## config.mk

```make
export PLATFORM = sky130hd
export DESIGN_NAME = scan_port
export DESIGN_NICKNAME = d
export VERILOG_FILES = /design/src/verilog/scan_port.v /design/src/verilog/scan_tap_fsm.v
export VERILOG_INCLUDE_DIRS = /design/src /design/src/shared
export SDC_FILE = /design/constraint.sdc
export NUM_CORES = 1
export LEC_CHECK = 0
export ABC_AREA = 1
export CAP_MARGIN = 20
export CORE_MARGIN = 2
export CORE_UTILIZATION = 60
export CTS_CLUSTER_SIZE = 30
export DETAILED_ROUTE_END_ITERATION = 8
export DONT_BUFFER_PORTS = 1
export GPL_TIMING_DRIVEN = 0
export PLACE_DENSITY = 0.76
export SYNTH_ARGS = -nofsm -noshare
export SYNTH_HDL_FRONTEND = slang
export SYNTH_SLANG_ARGS = --single-unit
```

## constraint.sdc

```tcl
create_clock -name clk_sys_in -period 1.6 [get_ports clk_sys_in]
set_input_delay 0 -clock clk_sys_in [delete_from_list [all_inputs] [get_ports clk_sys_in]]
set_output_delay 0 -clock clk_sys_in [all_outputs]
set_load 0.02 [all_outputs]
```

## src/shared/scan_port_regs.vh

```
// constants for the boundary-scan test port
`ifndef SCAN_PORT_REGS_VH
`define SCAN_PORT_REGS_VH

// ------------------------------------------------------------
// instruction register
// ------------------------------------------------------------
`define IR_WIDTH 4
`define INSN_EXTEST 4'h0
`define INSN_SAMPLE 4'h1
`define INSN_BYPASS 4'hF
`define IR_RESET_VALUE 4'hF
// fixed pattern captured into the instruction register
`define IR_CAPTURE_VALUE 4'h1

// ------------------------------------------------------------
// boundary chain over the system address/data bus
// ------------------------------------------------------------
`define BUS_WIDTH 64
`define BUS_NARROW_WIDTH 32
`define BUS_NARROW_MSB 31
`define BUS_WIDE_MSB 63

// ------------------------------------------------------------
// timing: nominal test clock duty cycle limits, percent, and synchroniser depth in stages
// ------------------------------------------------------------
`define TCK_DUTY_MIN_PCT 40
`define TCK_DUTY_MAX_PCT 60
`define SYNC_STAGES 2

`endif

```

## src/verilog/scan_port.v

```verilog
// boundary-scan test port with a strap-selected bus chain width
`timescale 1ns/10ps
`include "scan_port_regs.vh"

// Operation
// [RULE_01] Each test clock rise shifts input into the instruction or the selected data register.
// [RULE_02] The serial output changes on the test clock fall with the bit shifted out.
// [RULE_03] The serial output is not driven while nothing is being shifted out.
// [RULE_04] All test logic runs from the test clock, kept by the tester at 40 to 60 percent duty; here it runs from the system clock and samples the test clock.
// [RULE_05] The controller samples mode select on the test clock rise to advance its state.
// [RULE_06] A low test reset resets the test logic independently of the processor.
// [RULE_07] In normal operation the system holds test reset low.
// [RULE_08] While test reset is low the serial output is not driven.
// [RULE_09] With the width strap low only bus bits 31..0 are in the boundary chain.
// [RULE_10] With the width strap high all 64 bus bits are in the chain.
// [RULE_11] An open width strap reads low, giving the 32-bit chain.
// [RULE_12] A low or open test reset enable holds the controller in reset.
// [RULE_13] A high test reset enable makes test reset the main reset control.
// [RULE_14] In 32-bit configuration the upper bus half carries nothing.
// [RULE_15] The controller is the sixteen-state machine, reset by test reset or a low enable.
// [RULE_16] After reset the instruction selects the single-bit bypass path.
module scan_port (
  // system clock and reset
  input wire clk_sys_in,
  input wire rst_n_in,
  // test pins
  input wire tck_in,
  input wire tms_in,
  input wire tdi_in,
  input wire trst_n_in,
  output reg tdo_out,
  output reg tdo_oe_out,
  // straps
  input wire scan_width_select_n_in,
  input wire test_reset_enable_in,
  // core side of the system address/data bus
  input wire [63:0] core_bus_data_in,
  input wire [63:0] core_bus_oe_in,
  output wire [63:0] core_bus_data_out,
  // system address/data bus pads
  input wire [63:0] system_addr_data_bus_in,
  output reg [63:0] system_addr_data_bus_out,
  output reg [63:0] system_addr_data_bus_oe_out
);
  // -----------------------------------------------------------
  // synchronisers: two flops for every pin before use
  // -----------------------------------------------------------
  reg [4:0] pin_meta;
  reg [4:0] pin_sync;
  reg tck_prev;
  reg [63:0] bus_meta;
  reg [63:0] bus_sync;

  // [RULE_04] test clock seen through the system clock
  always @(posedge clk_sys_in) begin
    if (!rst_n_in) begin
      pin_meta <= 5'h00;
      pin_sync <= 5'h00;
      tck_prev <= 1'b0;
      bus_meta <= 64'h0000000000000000;
      bus_sync <= 64'h0000000000000000;
    end else begin
      pin_meta <= {tck_in, tms_in, tdi_in, trst_n_in, test_reset_enable_in};
      pin_sync <= pin_meta;
      tck_prev <= pin_sync[4];
      bus_meta <= system_addr_data_bus_in;
      bus_sync <= bus_meta;
    end
  end

  wire tck_s = pin_sync[4];
  wire tms_s = pin_sync[3];
  wire tdi_s = pin_sync[2];
  wire trst_n_s = pin_sync[1];
  wire tre_s = pin_sync[0];
  wire tck_rise = tck_s & ~tck_prev;
  wire tck_fall = ~tck_s & tck_prev;

  // [RULE_06] test reset from pins only, no processor state
  // [RULE_12] low enable pins the controller in reset
  // [RULE_13] high enable hands control to test reset
  wire tap_reset = ~rst_n_in | ~tre_s | ~trst_n_s;

  // -----------------------------------------------------------
  // width strap, resampled every system cycle outside system reset
  // -----------------------------------------------------------
  reg width_meta;
  reg wide_chain;

  // [RULE_11] open strap is pulled low at the pad, so it reads narrow
  always @(posedge clk_sys_in) begin
    if (!rst_n_in) begin
      width_meta <= 1'b0;
      wide_chain <= 1'b0;
    end else begin
      width_meta <= scan_width_select_n_in;
      wide_chain <= width_meta;
    end
  end

  // -----------------------------------------------------------
  // controller
  // -----------------------------------------------------------
  wire st_reset;
  wire cap_dr;
  wire sh_dr;
  wire upd_dr;
  wire cap_ir;
  wire sh_ir;
  wire upd_ir;

  scan_tap_fsm u_fsm (
    .clk_sys_in(clk_sys_in),
    .tap_reset_in(tap_reset),
    .tck_rise_in(tck_rise),
    .tms_in(tms_s),
    .test_reset_out(st_reset),
    .capture_dr_out(cap_dr),
    .shift_dr_out(sh_dr),
    .update_dr_out(upd_dr),
    .capture_ir_out(cap_ir),
    .shift_ir_out(sh_ir),
    .update_ir_out(upd_ir)
  );

  // -----------------------------------------------------------
  // instruction register and its shift stage
  // -----------------------------------------------------------
  reg [`IR_WIDTH-1:0] ir_shift;
  reg [`IR_WIDTH-1:0] ir;

  // [RULE_16] bypass after reset
  always @(posedge clk_sys_in) begin
    if (tap_reset) begin
      ir_shift <= `IR_RESET_VALUE;
      ir <= `IR_RESET_VALUE;
    end else if (tck_rise) begin
      if (st_reset) begin
        ir <= `IR_RESET_VALUE;
      end else if (cap_ir) begin
        ir_shift <= `IR_CAPTURE_VALUE;
      end else if (sh_ir) begin
        // [RULE_01] shift into instruction
        ir_shift <= {tdi_s, ir_shift[`IR_WIDTH-1:1]};
      end else if (upd_ir) begin
        ir <= ir_shift;
      end
    end
  end

  wire sel_boundary = (ir == `INSN_EXTEST) || (ir == `INSN_SAMPLE);
  wire extest = (ir == `INSN_EXTEST);

  // -----------------------------------------------------------
  // data registers: bypass bit and boundary chain
  // -----------------------------------------------------------
  reg bypass_bit;
  reg [63:0] bsr;
  reg [63:0] bsr_upd;

  // [RULE_09] narrow chain uses bits 31..0 only
  // [RULE_10] wide chain uses all 64 bits
  // [RULE_14] upper half zero when narrow
  function [63:0] chain_mask;
    input wide;
    begin
      chain_mask = wide ? 64'hFFFFFFFFFFFFFFFF : 64'h00000000FFFFFFFF;
    end
  endfunction

  always @(posedge clk_sys_in) begin
    if (tap_reset) begin
      bypass_bit <= 1'b0;
      bsr <= 64'h0000000000000000;
      bsr_upd <= 64'h0000000000000000;
    end else if (tck_rise) begin
      if (cap_dr) begin
        bypass_bit <= 1'b0;
        if (sel_boundary) begin
          bsr <= bus_sync & chain_mask(wide_chain);
        end
      end else if (sh_dr) begin
        // [RULE_01] shift into selected data register
        bypass_bit <= tdi_s;
        if (sel_boundary) begin
          if (wide_chain) begin
            bsr <= {tdi_s, bsr[`BUS_WIDE_MSB:1]};
          end else begin
            bsr <= {32'h00000000, tdi_s, bsr[`BUS_NARROW_MSB:1]};
          end
        end
      end else if (upd_dr && sel_boundary) begin
        bsr_upd <= bsr & chain_mask(wide_chain);
      end
    end
  end

  // -----------------------------------------------------------
  // serial output, changed on the test clock fall
  // -----------------------------------------------------------
  wire dr_out_bit = sel_boundary ? bsr[0] : bypass_bit;

  // [RULE_02] update on the falling edge
  // [RULE_03] released when not shifting
  // [RULE_08] released while test reset is low
  always @(posedge clk_sys_in) begin
    if (tap_reset) begin
      tdo_out <= 1'b0;
      tdo_oe_out <= 1'b0;
    end else if (tck_fall) begin
      tdo_out <= sh_ir ? ir_shift[0] : (sh_dr ? dr_out_bit : 1'b0);
      tdo_oe_out <= sh_ir | sh_dr;
    end
  end

  // -----------------------------------------------------------
  // bus pads: core path, or boundary cells under external test
  // -----------------------------------------------------------
  // pads are registered, so the core path costs one system cycle
  always @(posedge clk_sys_in) begin
    if (!rst_n_in) begin
      system_addr_data_bus_out <= 64'h0000000000000000;
      system_addr_data_bus_oe_out <= 64'h0000000000000000;
    end else if (extest && !tap_reset) begin
      // [RULE_14] upper half undriven in narrow mode
      system_addr_data_bus_out <= bsr_upd & chain_mask(wide_chain);
      system_addr_data_bus_oe_out <= chain_mask(wide_chain);
    end else begin
      system_addr_data_bus_out <= core_bus_data_in & chain_mask(wide_chain);
      system_addr_data_bus_oe_out <= core_bus_oe_in & chain_mask(wide_chain);
    end
  end

  // core sees the synchronised pad level, upper half blanked when narrow
  assign core_bus_data_out = bus_sync & chain_mask(wide_chain);
endmodule

```

## src/verilog/scan_tap_fsm.v

```verilog
// sixteen-state test access port controller
`timescale 1ns/10ps
module scan_tap_fsm (
  // clock and reset
  input wire clk_sys_in,
  input wire tap_reset_in,
  // sampled test pins
  input wire tck_rise_in,
  input wire tms_in,
  // decoded state flags
  output wire test_reset_out,
  output wire capture_dr_out,
  output wire shift_dr_out,
  output wire update_dr_out,
  output wire capture_ir_out,
  output wire shift_ir_out,
  output wire update_ir_out
);
  localparam [3:0] ST_RESET = 4'hF;
  localparam [3:0] ST_IDLE = 4'hC;
  localparam [3:0] ST_SEL_DR = 4'h7;
  localparam [3:0] ST_CAP_DR = 4'h6;
  localparam [3:0] ST_SH_DR = 4'h2;
  localparam [3:0] ST_EX1_DR = 4'h1;
  localparam [3:0] ST_PA_DR = 4'h3;
  localparam [3:0] ST_EX2_DR = 4'h0;
  localparam [3:0] ST_UPD_DR = 4'h5;
  localparam [3:0] ST_SEL_IR = 4'h4;
  localparam [3:0] ST_CAP_IR = 4'hE;
  localparam [3:0] ST_SH_IR = 4'hA;
  localparam [3:0] ST_EX1_IR = 4'h9;
  localparam [3:0] ST_PA_IR = 4'hB;
  localparam [3:0] ST_EX2_IR = 4'h8;
  localparam [3:0] ST_UPD_IR = 4'hD;

  reg [3:0] state;
  reg [3:0] next_state;

  // -----------------------------------------------------------
  // next state from the sampled mode select
  // -----------------------------------------------------------
  always @* begin
    case (state)
      ST_RESET: next_state = tms_in ? ST_RESET : ST_IDLE;
      ST_IDLE: next_state = tms_in ? ST_SEL_DR : ST_IDLE;
      ST_SEL_DR: next_state = tms_in ? ST_SEL_IR : ST_CAP_DR;
      ST_CAP_DR: next_state = tms_in ? ST_EX1_DR : ST_SH_DR;
      ST_SH_DR: next_state = tms_in ? ST_EX1_DR : ST_SH_DR;
      ST_EX1_DR: next_state = tms_in ? ST_UPD_DR : ST_PA_DR;
      ST_PA_DR: next_state = tms_in ? ST_EX2_DR : ST_PA_DR;
      ST_EX2_DR: next_state = tms_in ? ST_UPD_DR : ST_SH_DR;
      ST_UPD_DR: next_state = tms_in ? ST_SEL_DR : ST_IDLE;
      ST_SEL_IR: next_state = tms_in ? ST_RESET : ST_CAP_IR;
      ST_CAP_IR: next_state = tms_in ? ST_EX1_IR : ST_SH_IR;
      ST_SH_IR: next_state = tms_in ? ST_EX1_IR : ST_SH_IR;
      ST_EX1_IR: next_state = tms_in ? ST_UPD_IR : ST_PA_IR;
      ST_PA_IR: next_state = tms_in ? ST_EX2_IR : ST_PA_IR;
      ST_EX2_IR: next_state = tms_in ? ST_UPD_IR : ST_SH_IR;
      ST_UPD_IR: next_state = tms_in ? ST_SEL_DR : ST_IDLE;
      default: next_state = ST_RESET;
    endcase
  end

  // -----------------------------------------------------------
  // state register, advanced only on a test clock rising edge
  // -----------------------------------------------------------
  // [RULE_05] sample mode select
  always @(posedge clk_sys_in) begin
    if (tap_reset_in) begin
      state <= ST_RESET;
    end else if (tck_rise_in) begin
      state <= next_state;
    end
  end

  // [RULE_15] standard state decode
  assign test_reset_out = (state == ST_RESET);
  assign capture_dr_out = (state == ST_CAP_DR);
  assign shift_dr_out = (state == ST_SH_DR);
  assign update_dr_out = (state == ST_UPD_DR);
  assign capture_ir_out = (state == ST_CAP_IR);
  assign shift_ir_out = (state == ST_SH_IR);
  assign update_ir_out = (state == ST_UPD_IR);
endmodule

```

[Yosys cells after proc, flatten, opt, wreduce, memory -nomap -nowiden]
Index checks and enable logic that the tools add are counted.
Word-level totals
  flip-flop bits (word level): 412
  bits in latches: 0
  memory bits (writable): 0
  memory bits (read-only): 0
  input bits: 200
  output and inout port bits: 194
  logic and storage cells: 102
  memories kept: 0
Cells by class
  add/sub/neg operators: 0
  $mul: 0
  divide/modulo/power cells: 0
  order comparisons: 0
  equal/unequal tests: 18
  shift-type cells: 0
  multiplexer cells: 32
  bitwise operators: 18
  reductions and logical operators: 17
Operators with widths (number)
  2-to-1 mux 64 bit: 8
  AND 64 bit: 5
  case mux 4 bit (12 select lines): 1
  == test 4 bit, second input constant: 8
  2-to-1 mux 4 bit: 7
  == test 4 x 3 -> 1 bit, second input constant: 4
  2-to-1 mux 2 bit: 6
  2-to-1 mux 3 bit: 4
  == test 4 x 1 -> 1 bit, second input constant: 2
  == test 4 x 2 -> 1 bit, second input constant: 2
  zero test 4 bit: 2
  inverter 1 bit: 8
  AND reduction 4 bit: 2
  2-to-1 mux 1 bit: 6
  AND reduction 3 bit: 2
  nonzero test 2 bit: 3
  inequality test 2 bit, second input constant: 2
  OR reduction 2 bit: 2
  OR 1 bit: 3
  OR reduction 3 bit: 1
  AND 1 bit: 2
  logical AND 1 bit: 2
  AND reduction 2 bit: 1
  zero test 1 bit: 1
  logical OR 1 bit: 1

[Depth between registers and ports, before layout]
Gate-level depths: netlist (run 1).
  word-level depth: 6
  mapped depth: 10
  gate-level depth less buffers: 8

[Cells and area by module]
From an unflattened synthesis (run 1), not the netlist that was laid out.
Second synthesis, totals
  cell total of the unflattened synthesis: 2076
  area, all modules: 15098.2 um^2
By module, submodules not included
  scan_port: times used 1, cells each 2009, area an instance 14749.1 um^2, sequential area each 8167.8 um^2
  scan_tap_fsm: times used 1, cells each 67, area an instance 349.1 um^2, sequential area each 80.1 um^2

[Worst setup path before layout (run 1)]
Ideal clock, no wire load.
  kind: flip-flop to flip-flop
  start: register u_fsm.state[3]
  end: register bsr[41]
  library setup time: 0.132 ns
  arrival time: 1.298 ns
  data required time: 1.468 ns
  path slack: 0.170 ns
  stages on the path, launching flop included: 10
  path buffers: 3
  period minus slack after synthesis: 1.430 ns
  cell sequence: dfxtp_1 > buf_4 > nor2_2 > nand2_1 > nor2_2 > nand2_1 > buf_2 > buf_4 > nand2_1 > a21oi_1
Between the ends
  longest elaborated chain between the ends: 3
  elaborated cells between the ends (all ways): 5
  those cells by class: eq/ne: 2; mux: 1; reduce/logical: 2
RTL lines
  start: declaration: RTL line scan_tap_fsm.v:36  | reg [3:0] state;
  start signal: assignment: RTL line scan_tap_fsm.v:72  | state <= next_state;
  == test 4 x 3 -> 1 bit or == test 4 x 2 -> 1 bit (tied branches): RTL line scan_tap_fsm.v:78, scan_tap_fsm.v:79
  nonzero test 2 bit (no source line)
  AND reduction 3 bit (no source line)
  end signal: assignment: RTL line scan_port.v:180  | bsr <= bus_sync & chain_mask(wide_chain);
  end signal: assignment: RTL line scan_port.v:187  | bsr <= {tdi_s, bsr[`BUS_WIDE_MSB:1]};
  end signal: assignment: RTL line scan_port.v:189  | bsr <= {32'h00000000, tdi_s, bsr[`BUS_NARROW_MSB:1]};
  end: declaration: RTL line scan_port.v:158  | reg [63:0] bsr;
Parallel ways exist; a longest one is shown, timed or not.
A chain may end at the register's enable or synchronous reset.

[Worst setup path in the final report (run 1)]
  start: register wide_chain
  end: register system_addr_data_bus_out[56]
Between the ends
  longest elaborated chain between the ends: 3
  elaborated cells between the ends (all ways): 4
  those cells by class: mux: 2; bitwise: 2
RTL lines
  start: declaration: RTL line scan_port.v:88  | reg wide_chain;
  start signal: assignment: RTL line scan_port.v:97  | wide_chain <= width_meta;
  2-to-1 mux 64 bit *: RTL line scan_port.v:167  | chain_mask = wide ? 64'hFFFFFFFFFFFFFFFF : 64'h00000000FFFFFFFF;
  AND 64 bit (on tied branches): RTL line scan_port.v:229, scan_port.v:226
  2-to-1 mux 64 bit *: RTL line scan_port.v:224  | end else if (extest && !tap_reset) begin
  end signal: assignment: RTL line scan_port.v:226  | system_addr_data_bus_out <= bsr_upd & chain_mask(wide_chain);
  end signal: assignment: RTL line scan_port.v:229  | system_addr_data_bus_out <= core_bus_data_in & chain_mask(wide_chain);
  end: declaration: RTL line scan_port.v:42  | output reg [63:0] system_addr_data_bus_out,
Mark *: on every way between the ends. The rest lies on a longest branch, timed or not.

==> impl_metrics.toml, run 1 <==
[outcome]
status = "complete, but fails checks"
violations = "setup timing"

[global_routing]
grtUsageMet1_pct = 42.5
antenna_found_initial = 9
grt_pass1_vias = 13000
grt_max_degree = 20
grt_first_pass_wirelength_um = 72000
grtUsageMet2_pct = 58.3
grt_overflow = 0
top_usage_layer = "met2"
grtUsageTotal_pct = 35.1
use_met3_pct = 8.53

[detailed_routing]
via_per_inst = 5.08
first_pass_iters = 6
routed_wl_um = 48300
wl_per_cell_um = 17.9
drt_first_iter_violations = 1248
vias = 13700
ant_nets = 0
post-route-drc-count = 0

[placed_design]
gp_congestion = 0.945
place_area_sq_um = 15600
place_hpwl_um = 32400
place_inst = 2403
numPortBuffers = 0

[power_and_ir_drop]
power.leakage_nw = 9.85
finalPower_w = 0.0214
ir_drop_v = 0.000968
powerDensity_nw_per_um2 = 1110

[setup_path]
worst-endpoint-arrival_ns = 2.06
startpoint_type = "register"
crit_path_cell_trace = "nand2_2, inv_1, clkbuf_1, o21ai_0, a21oi_1"
critical_path_class = "register to register"
critPathSlowestCell = "dfxtp_2"
r2r_slack_ns = -0.01
cp_max_fo = 10
worst_setup_path_end_kind = "register"
cpPeakStageDelay_ns = 0.42
required_ns = 2.05

[logic_synthesis]
ys_seq_elements = 412
yosys_most_used_dff = "dfxtp_1"
synth_top_area_share_pct = 54.4
synth_area_leaders = "dfxtp_1 (54%), nand2_1 (16%), inv_1 (7.2%)"
seq_area_frac_synth_pct = 54.4
ys_async_sr_fraction_pct = 0
synth_edf_count = 0
synth_top_cell_by_area = "dfxtp_1"
yosys-top-cells-count = "nand2_1 (632), dfxtp_1 (412), inv_1 (289)"
syn_area_sq_um = 15100
synth_nets = 2273
yosys.cell_types.count = 22
synth-warning-count = 0
synth_cells = 2073
synth.most_common_cell = "nand2_1"
avgSynthCellArea_sq_um = 7.31

[sta]
setup_violations = 1
slew_headroom_pct = 43.6
worst_pin_slew_ns = 0.846
min_period_over_period_pct = 101
final_hold_viol_count = 0
skew_ns = 0.0229
holdWs_ns = 0.102
grt_setup_unrepaired = "yes"
max_freq_mhz = 620
fin_crit_ns = 1.61
finalSetupTns_ns = -0.0130
slew_violations = 0
setup_ws_ns = -0.0130

[cells_and_area]
final_area_sq_um = 19300
num-nets-final = 2529
layout.cells.non_filler = 2695
layout-drive-gt1-share_pct = 9.59
area_delta_synth_final_pct = 27.6

[floorplanning]
die_w_um = 163
pin_count = 394
die-area_sq_um = 26500
core-area_sq_um = 25000
die_h_um = 163
start_util_pct = 60.7
rows = 58

[clocking]
cts.root.buffer_cell = "clkbuf_16"
clock-sinks = 412
tritoncts = "yes"
cts_buffers = 41
cts.clk_slew.worst_paths_ns = 0.06
clk_path_buf_depth = 3
htree_levels = 2
insertion_delay_ns = 0.54

[flow_run]
drv_cap = 0

[worst_hold_path]
hold_class = "primary input to register"
-- area by class of cell --
class,instances,area (sq um)
Buffer,147,920
Sequential cell,412,8260
Multi-Input combinational cell,1214,5100
Clock buffer,59,1190
Antenna cell,9,22.5
Fill cell,1734,5630
Tap cell,330,413
Timing Repair Buffer,219,2200
Inverter,294,1100
Clock inverter,11,136
-- final timing paths --
check                              startpoint                            to  depth (start not counted)
hold reg to reg                  bus_meta[56]                  bus_sync[56]                          2
hold / removal    system_addr_data_bus_in[49]                  bus_meta[49]                          3
setup / recovery                   wide_chain  system_addr_data_bus_out[56]                          5
setup reg to reg                   wide_chain  system_addr_data_bus_out[56]                          5
-- metal layers --
layer	vias up	share of wire (%)
met3	154	9.0
li1	6681	-
met1	6121	39
met2	720	47
met4	2	5.3
met5	-	0.023
-- registers in the layout, indices dropped and copies added (netlist names), 4 cells and up --
signal	count
pin_meta	5
bus_meta	64
bus_sync	64
system_addr_data_bus_oe_out	64
system_addr_data_bus_out	64
pin_sync	5
u_fsm.state	4
ir_shift	4
ir	4
bsr	64
bsr_upd	64
-- metrics by stage --
stage / utilization [%] / setup WS [ns]
after detailed placement: 62.3 / -0.289
after floorplan: - / 0.170
after CTS: 76.1 / -0.000298
after global placement: 62.3 / -0.337
final: 77.5 / -0.0130
after global routing: 77.4 / -0.0615
-- power breakdown --
group / switching [W] / internal (W) / total, W
logic: 0.000515 / 0.000513 / 0.00103
clock network: 0.00391 / 0.00562 / 0.00954
registers: 0.000286 / 0.0105 / 0.0108
-- cell usage in the layout (no fill, tap or decap), types with 10 or more instances in the layout --
master and count:
nor2_1 275, clkbuf_1 47, buf_2 26, dfxtp_1 407, clkbuf_16 45, nand4_1 10, dlygate4sd3_1 199, o21ai_0 68
nand3_1 71, a21oi_1 123, clkbuf_4 18, buf_4 58, clkbuf_2 12, nand2_1 628, inv_1 287
-- kinds of logic (layout without fill, tap and decap cells) --
group | after synthesis | count (layout) | synth area share [%]
DFF | 412 | 412 | 54.4
buffers and inverters | 447 | 730 | 12.6
and+or+nand+nor | 1007 | 1007 | 26.0
AOI/OAI and AO/OA | 207 | 207 | 6.94
other | 0 | 9 | 0
-- critical path, delay by kind of cell, from the launching register on --
| kind | cells | cell delay [ns] |
|---|---|---|
| compound gates | 2 | 0.39 |
| buf+inv | 2 | 0.53 |
| flops | 1 | 0.42 |
| simple gates | 1 | 0.18 |
-- timing repair --
item / 4_1_cts / 5_1_grt
hold endpoints to repair: 201 / 0
endpoints found under the setup margin: 285 / 209
gates cloned: 0 / 2
hold buffers: 199 / 0
pin swaps: 4 / 7
setup buffers: 6 / 12
resized for setup: 31 / 85
(Power assumes the default switching activity.)
==> run 2: changes to the inputs <==
--- a/config.mk
+++ b/config.mk
@@ -9,12 +9,12 @@
 export ABC_AREA = 1
 export CAP_MARGIN = 20
 export CORE_MARGIN = 2
-export CORE_UTILIZATION = 60
+export CORE_UTILIZATION = 61
 export CTS_CLUSTER_SIZE = 30
 export DETAILED_ROUTE_END_ITERATION = 8
 export DONT_BUFFER_PORTS = 1
 export GPL_TIMING_DRIVEN = 0
-export PLACE_DENSITY = 0.76
+export PLACE_DENSITY = 0.77
 export SYNTH_ARGS = -nofsm -noshare
 export SYNTH_HDL_FRONTEND = slang
 export SYNTH_SLANG_ARGS = --single-unit
==> constraint.sdc (replaced) <==
create_clock -name clk_sys_in -period 1.6 [get_ports clk_sys_in]
set_input_delay 0 -clock clk_sys_in [delete_from_list [all_inputs] [get_ports clk_sys_in]]
set_output_delay 0 -clock clk_sys_in [all_outputs]
set_load 0.1 [all_outputs]
==> impl_metrics.toml, run 2 (synthesis gave the netlist of run 1 again) <==
[global_routing]
antenna_found_initial = 7
grt_first_pass_wirelength_um = 79400
grtUsageTotal_pct = 39.6
grt_max_degree = 15
grt_overflow = 0
grt_pass1_vias = 13800

[clocking]
cts_buffers = 40
clk_path_buf_depth = 3
htree_levels = 2
tritoncts = "yes"
cts.clk_slew.worst_paths_ns = 0.07
insertion_delay_ns = 0.54
cts.root.buffer_cell = "clkbuf_16"
clock-sinks = 412

[setup_path]
crit_path_cell_trace = "nor2_1, nand2_1, nor2_4, buf_4, clkbuf_4, nor2_1, nor2_1"
critPathLaunch = "ir[2]"
worst_setup_path_end_kind = "register"
startpoint_type = "register"
critPathSlowestCell = "nor2_1"
rr_startpoint = "ir[2]"
cpPeakStageDelay_ns = 0.45
cp_max_fo = 10
worst-endpoint-arrival_ns = 2.16
required_ns = 1.99
r2r_cells = 7
cpMostUsedCell = "nor2_1"
critical_path_class = "register to register"

[detailed_routing]
drt_first_iter_violations = 1586
vias = 14400
first_pass_iters = 8
via_per_inst = 5.35
post-route-drc-count = 0
ant_nets = 0
routed_wl_um = 55200
wl_per_cell_um = 20.4

[outcome]
violations = "setup timing"
status = "complete, but fails checks"

[floorplanning]
core-area_sq_um = 24300
pin_count = 394
rows = 57
die_h_um = 162
die-area_sq_um = 26100
die_w_um = 162
start_util_pct = 62.3

[cells_and_area]
layout-drive-gt1-share_pct = 15.3
final_cell_mix = "nand2_1 (598), dfxtp_1 (399), inv_1 (256), nor2_1 (256), dlygate4sd3_1 (199)"
final_core_util_pct = 82.6
nFillCells = 1463
num-nets-final = 2542
final_common_cell = "nand2_1"
area_delta_synth_final_pct = 32.5

[power_and_ir_drop]
powerDensity_nw_per_um2 = 1150
ir_drop_v = 0.00132
power.leakage_nw = 9.83
finalPower_w = 0.0231

[sta]
slew_headroom_pct = 17.4
min_period_over_period_pct = 111
setup_violations = 42
final_hold_viol_count = 0
setup_ws_ns = -0.168
slew_violations = 0
max_freq_mhz = 566
fin_crit_ns = 1.77
skew_ns = 0.0169
grt_setup_unrepaired = "yes"
worst_pin_slew_ns = 1.24

[worst_hold_path]
hp-start = "system_addr_data_bus_in[15]"
hold_class = "primary input to register"
hold_depth = 3

[placed_design]
numPortBuffers = 0
gp_congestion = 0.908
place_hpwl_um = 32700

[flow_run]
drv_cap = 0
[run 2: cell count changes in the layout (fill, tap and decap cells not counted), sizes merged]
cell,before,now
diode,9,5
buf,99,117
clkinvlp,1,35
clkbuf,127,120
inv,295,264
clkinv,6,5
bufinv,3,6
[run 2: layout make-up]
cell class	count	area (sq um)	share of cell area, %
Tap cell	324	405	2.02
Multi-Input combinational cell	1214	5470	27.2
Clock buffer	56	1170	5.84
Antenna cell	5	12.5	0.0623
Timing Repair Buffer	228	2290	11.4
Buffer	152	985	4.90
Clock inverter	16	245	1.22
Inverter	294	1230	6.11
Sequential cell	412	8270	41.2
[run 2: path summary, 6_finish.rpt]
check | endpoint | slack [ns]
setup / recovery | system_addr_data_bus_oe_out[43] | -0.17
hold / removal | bus_meta[15] | 0.11
setup reg to reg | system_addr_data_bus_oe_out[43] | -0.17
hold reg to reg | bus_sync[24] | 0.41
[run 2: critical path: cells and delay by family, from the launching register on]
kind | cells | cell delay, ns
buffers and inverters | 2 | 0.39
DFF | 1 | 0.39
and+or+nand+nor | 5 | 0.84
[run 2: power by group]
group / internal [W] / total (W) / switching [W] / leakage [nW]
registers: 0.0105 / 0.0115 / 0.000975 / 3.37
clock network: 0.00610 / 0.0102 / 0.00411 / 0.691
logic: 0.000551 / 0.00141 / 0.000863 / 5.76
total: 0.0172 / 0.0231 / 0.00595 / 9.83
[run 2: per-stage QoR]
step	worst slack (ns)	instances	instance area [sq um]	hold WS (ns)	setup TNS [ns]
floorplan	-0.00709	2073	15400	0.0976	-0.00709
global placement	-0.408	2397	15800	0.0985	-26.50
detailed placement	-0.437	2397	15800	0.103	-30.46
CTS	-0.0204	2679	19500	0.101	-0.213
global route	-0.119	2699	20100	0.120	-4.12
finish	-0.168	2701	20100	0.112	-1.33
[run 2: metal layers]
metal	vias up	global-route usage, %	wire length, um
met1	6629	47.1	20200
met2	886	64.8	25500
met5	-	0	27
li1	6701	-	-
met3	226	11.0	5790
met4	4	22.2	3720
[run 2: timing repair]
| action | CTS | global route |
|---|---|---|
| hold buffers | 199 | 0 |
| resized for setup | 88 | 126 |
| endpoints found under the setup margin | 278 | 193 |
| pin swaps | 6 | 8 |
| gates cloned | 1 | 2 |
| hold endpoints to repair | 201 | 0 |
| setup buffers | 11 | 9 |
==> run 3: changes to the inputs <==
--- a/config.mk
+++ b/config.mk
@@ -9,12 +9,12 @@
 export ABC_AREA = 1
 export CAP_MARGIN = 20
 export CORE_MARGIN = 2
-export CORE_UTILIZATION = 61
+export CORE_UTILIZATION = 63
 export CTS_CLUSTER_SIZE = 30
 export DETAILED_ROUTE_END_ITERATION = 8
 export DONT_BUFFER_PORTS = 1
 export GPL_TIMING_DRIVEN = 0
-export PLACE_DENSITY = 0.77
+export PLACE_DENSITY = 0.79
 export SYNTH_ARGS = -nofsm -noshare
 export SYNTH_HDL_FRONTEND = slang
 export SYNTH_SLANG_ARGS = --single-unit
==> impl_metrics.toml, run 3 (synthesis gave the netlist of run 1 again) <==
[outcome]
status = "complete, but fails checks"
violations = "setup timing"

[setup_path]
startpoint_type = "register"
r2r_cells = 7
rr_startpoint = "wide_chain"
r2r_end = "bsr[32]"
cpPeakStageDelay_ns = 0.45
critical_path_class = "register to output port"
crit_path_cell_trace = "clkbuf_16, buf_6, nand2_4, clkinvlp_4"
cp_max_fo = 7
worst-endpoint-arrival_ns = 1.75
critPathSlowestCell = "clkinvlp_4"
worst_setup_path_end_kind = "output port"
required_ns = 1.60
r2r_slack_ns = -0.13

[global_routing]
grtUsageTotal_pct = 38.8
grt_max_degree = 16
grt_pass1_vias = 13800
grt_overflow = 0
grt_first_pass_wirelength_um = 77100
antenna_found_initial = 6

[cells_and_area]
area_delta_synth_final_pct = 31.1
num-nets-final = 2530
final_common_cell = "nand2_1"
final_cell_mix = "nand2_1 (594), dfxtp_1 (407), nor2_1 (265), inv_1 (255), dlygate4sd3_1 (199)"
layout-drive-gt1-share_pct = 14.1
layout.cells.non_filler = 2683
final_core_util_pct = 84.4

[placed_design]
place_inst = 2392
place_ws_ns = -0.419
place_hpwl_um = 32100
gp_congestion = 0.942
numPortBuffers = 0

[flow_run]
drv_cap = 0

[detailed_routing]
ant_nets = 0
wl_per_cell_um = 19.5
routed_wl_um = 52200
post-route-drc-count = 0
first_pass_iters = 8
vias = 14300
drt_first_iter_violations = 1473
via_per_inst = 5.33

[sta]
setup_ws_ns = -0.152
slew_violations = 0
final_hold_viol_count = 0
skew_ns = 0.0193
grt_setup_unrepaired = "yes"
max_freq_mhz = 571
min_period_over_period_pct = 110
worst_pin_slew_ns = 1.14
slew_headroom_pct = 24.0
setup_violations = 54
fin_crit_ns = 1.75

[clocking]
tritoncts = "yes"
htree_levels = 2
cts.root.buffer_cell = "clkbuf_16"
clock-sinks = 412
clk_path_buf_depth = 3
cts.clk_slew.worst_paths_ns = 0.07
cts_buffers = 40
insertion_delay_ns = 0.53

[floorplanning]
pin_count = 394
start_util_pct = 64.3
rows = 56
die_h_um = 159
die-area_sq_um = 25300
die_w_um = 159
core-area_sq_um = 23500

[worst_hold_path]
hold_class = "primary input to register"
whs_endpoint = "bus_meta[44]"
hp-start = "system_addr_data_bus_in[44]"
hold_depth = 3

[power_and_ir_drop]
finalPower_w = 0.0230
ir_drop_v = 0.00133
powerDensity_nw_per_um2 = 1160
power.leakage_nw = 9.72
==> run 3: cell count changes in the layout (fill, tap and decap cells not counted), sizes merged <==
cell	delta
clkbuf	-5
clkinvlp	-2
buf	-7
bufinv	+1
clkinv	+1
inv	-2
diode	+1
==> run 3: metal layers <==
| layer | wire length, um | up-vias | track usage, % |
|---|---|---|---|
| li1 | - | 6685 | - |
| met1 | 19300 | 6563 | 44.8 |
| met2 | 24600 | 832 | 65.4 |
| met3 | 4530 | 222 | 8.88 |
| met4 | 3750 | 0 | 24.8 |
| met5 | 0 | - | 0 |
==> run 3: worst max path at each step <==
| stage | depth (start not counted) | endpoint | start | slack [ns] |
|---|---|---|---|---|
| floorplan | 8 | bsr[63] | wide_chain | -0.007 |
| global placement | 8 | bsr[63] | wide_chain | -0.39 |
| detailed placement | 8 | bsr[63] | wide_chain | -0.42 |
| CTS | 7 | bsr[32] | wide_chain | -0.07 |
| global route | 7 | bsr[32] | wide_chain | -0.18 |
| finish | 4 | core_bus_data_out[42] | wide_chain | -0.15 |
==> run 3: stage by stage <==
stage               setup TNS (ns)  instance area [sq um]  hold slack [ns]
floorplan                 -0.00709                  15400           0.0976
global placement            -22.37                  15800           0.0980
detailed placement          -24.35                  15800            0.101
CTS                         -0.788                  19600           0.0690
global route                 -4.10                  19900            0.110
finish                       -2.54                  19900            0.107
==> run 3: layout make-up <==
class | count | area [sq um]
antenna | 6 | 15.0
buffer | 151 | 963
clock buffer | 56 | 1130
clock inverter | 14 | 255
fill | 1379 | 3680
inverter | 294 | 1230
multi-input combinational | 1214 | 5470
sequential | 412 | 8260
tap | 319 | 399
timing repair buffer | 217 | 2150
==> run 3: critical path: cells and delay by family, from the launching register on <==
family | cells | cell delay (ns)
flip-flops | 1 | 0.40
AND/OR/NAND/NOR | 1 | 0.05
buffers and inverters | 3 | 0.75
==> run 3: repair_timing <==
action / 4_1_cts / 5_1_grt
hold endpoints to repair: 201 / 0
gates cloned: 1 / 1
pin swaps: 7 / 10
setup endpoints to repair: 280 / 217
resized for setup: 98 / 94
buffers inserted: 10 / 6
hold buffers: 199 / 0
==> run 3: where the power goes <==
part	switching, W	internal [W]
combinational	0.000808	0.000541
clock	0.00403	0.00608
sequential	0.00100	0.0105
total	0.00584	0.0172
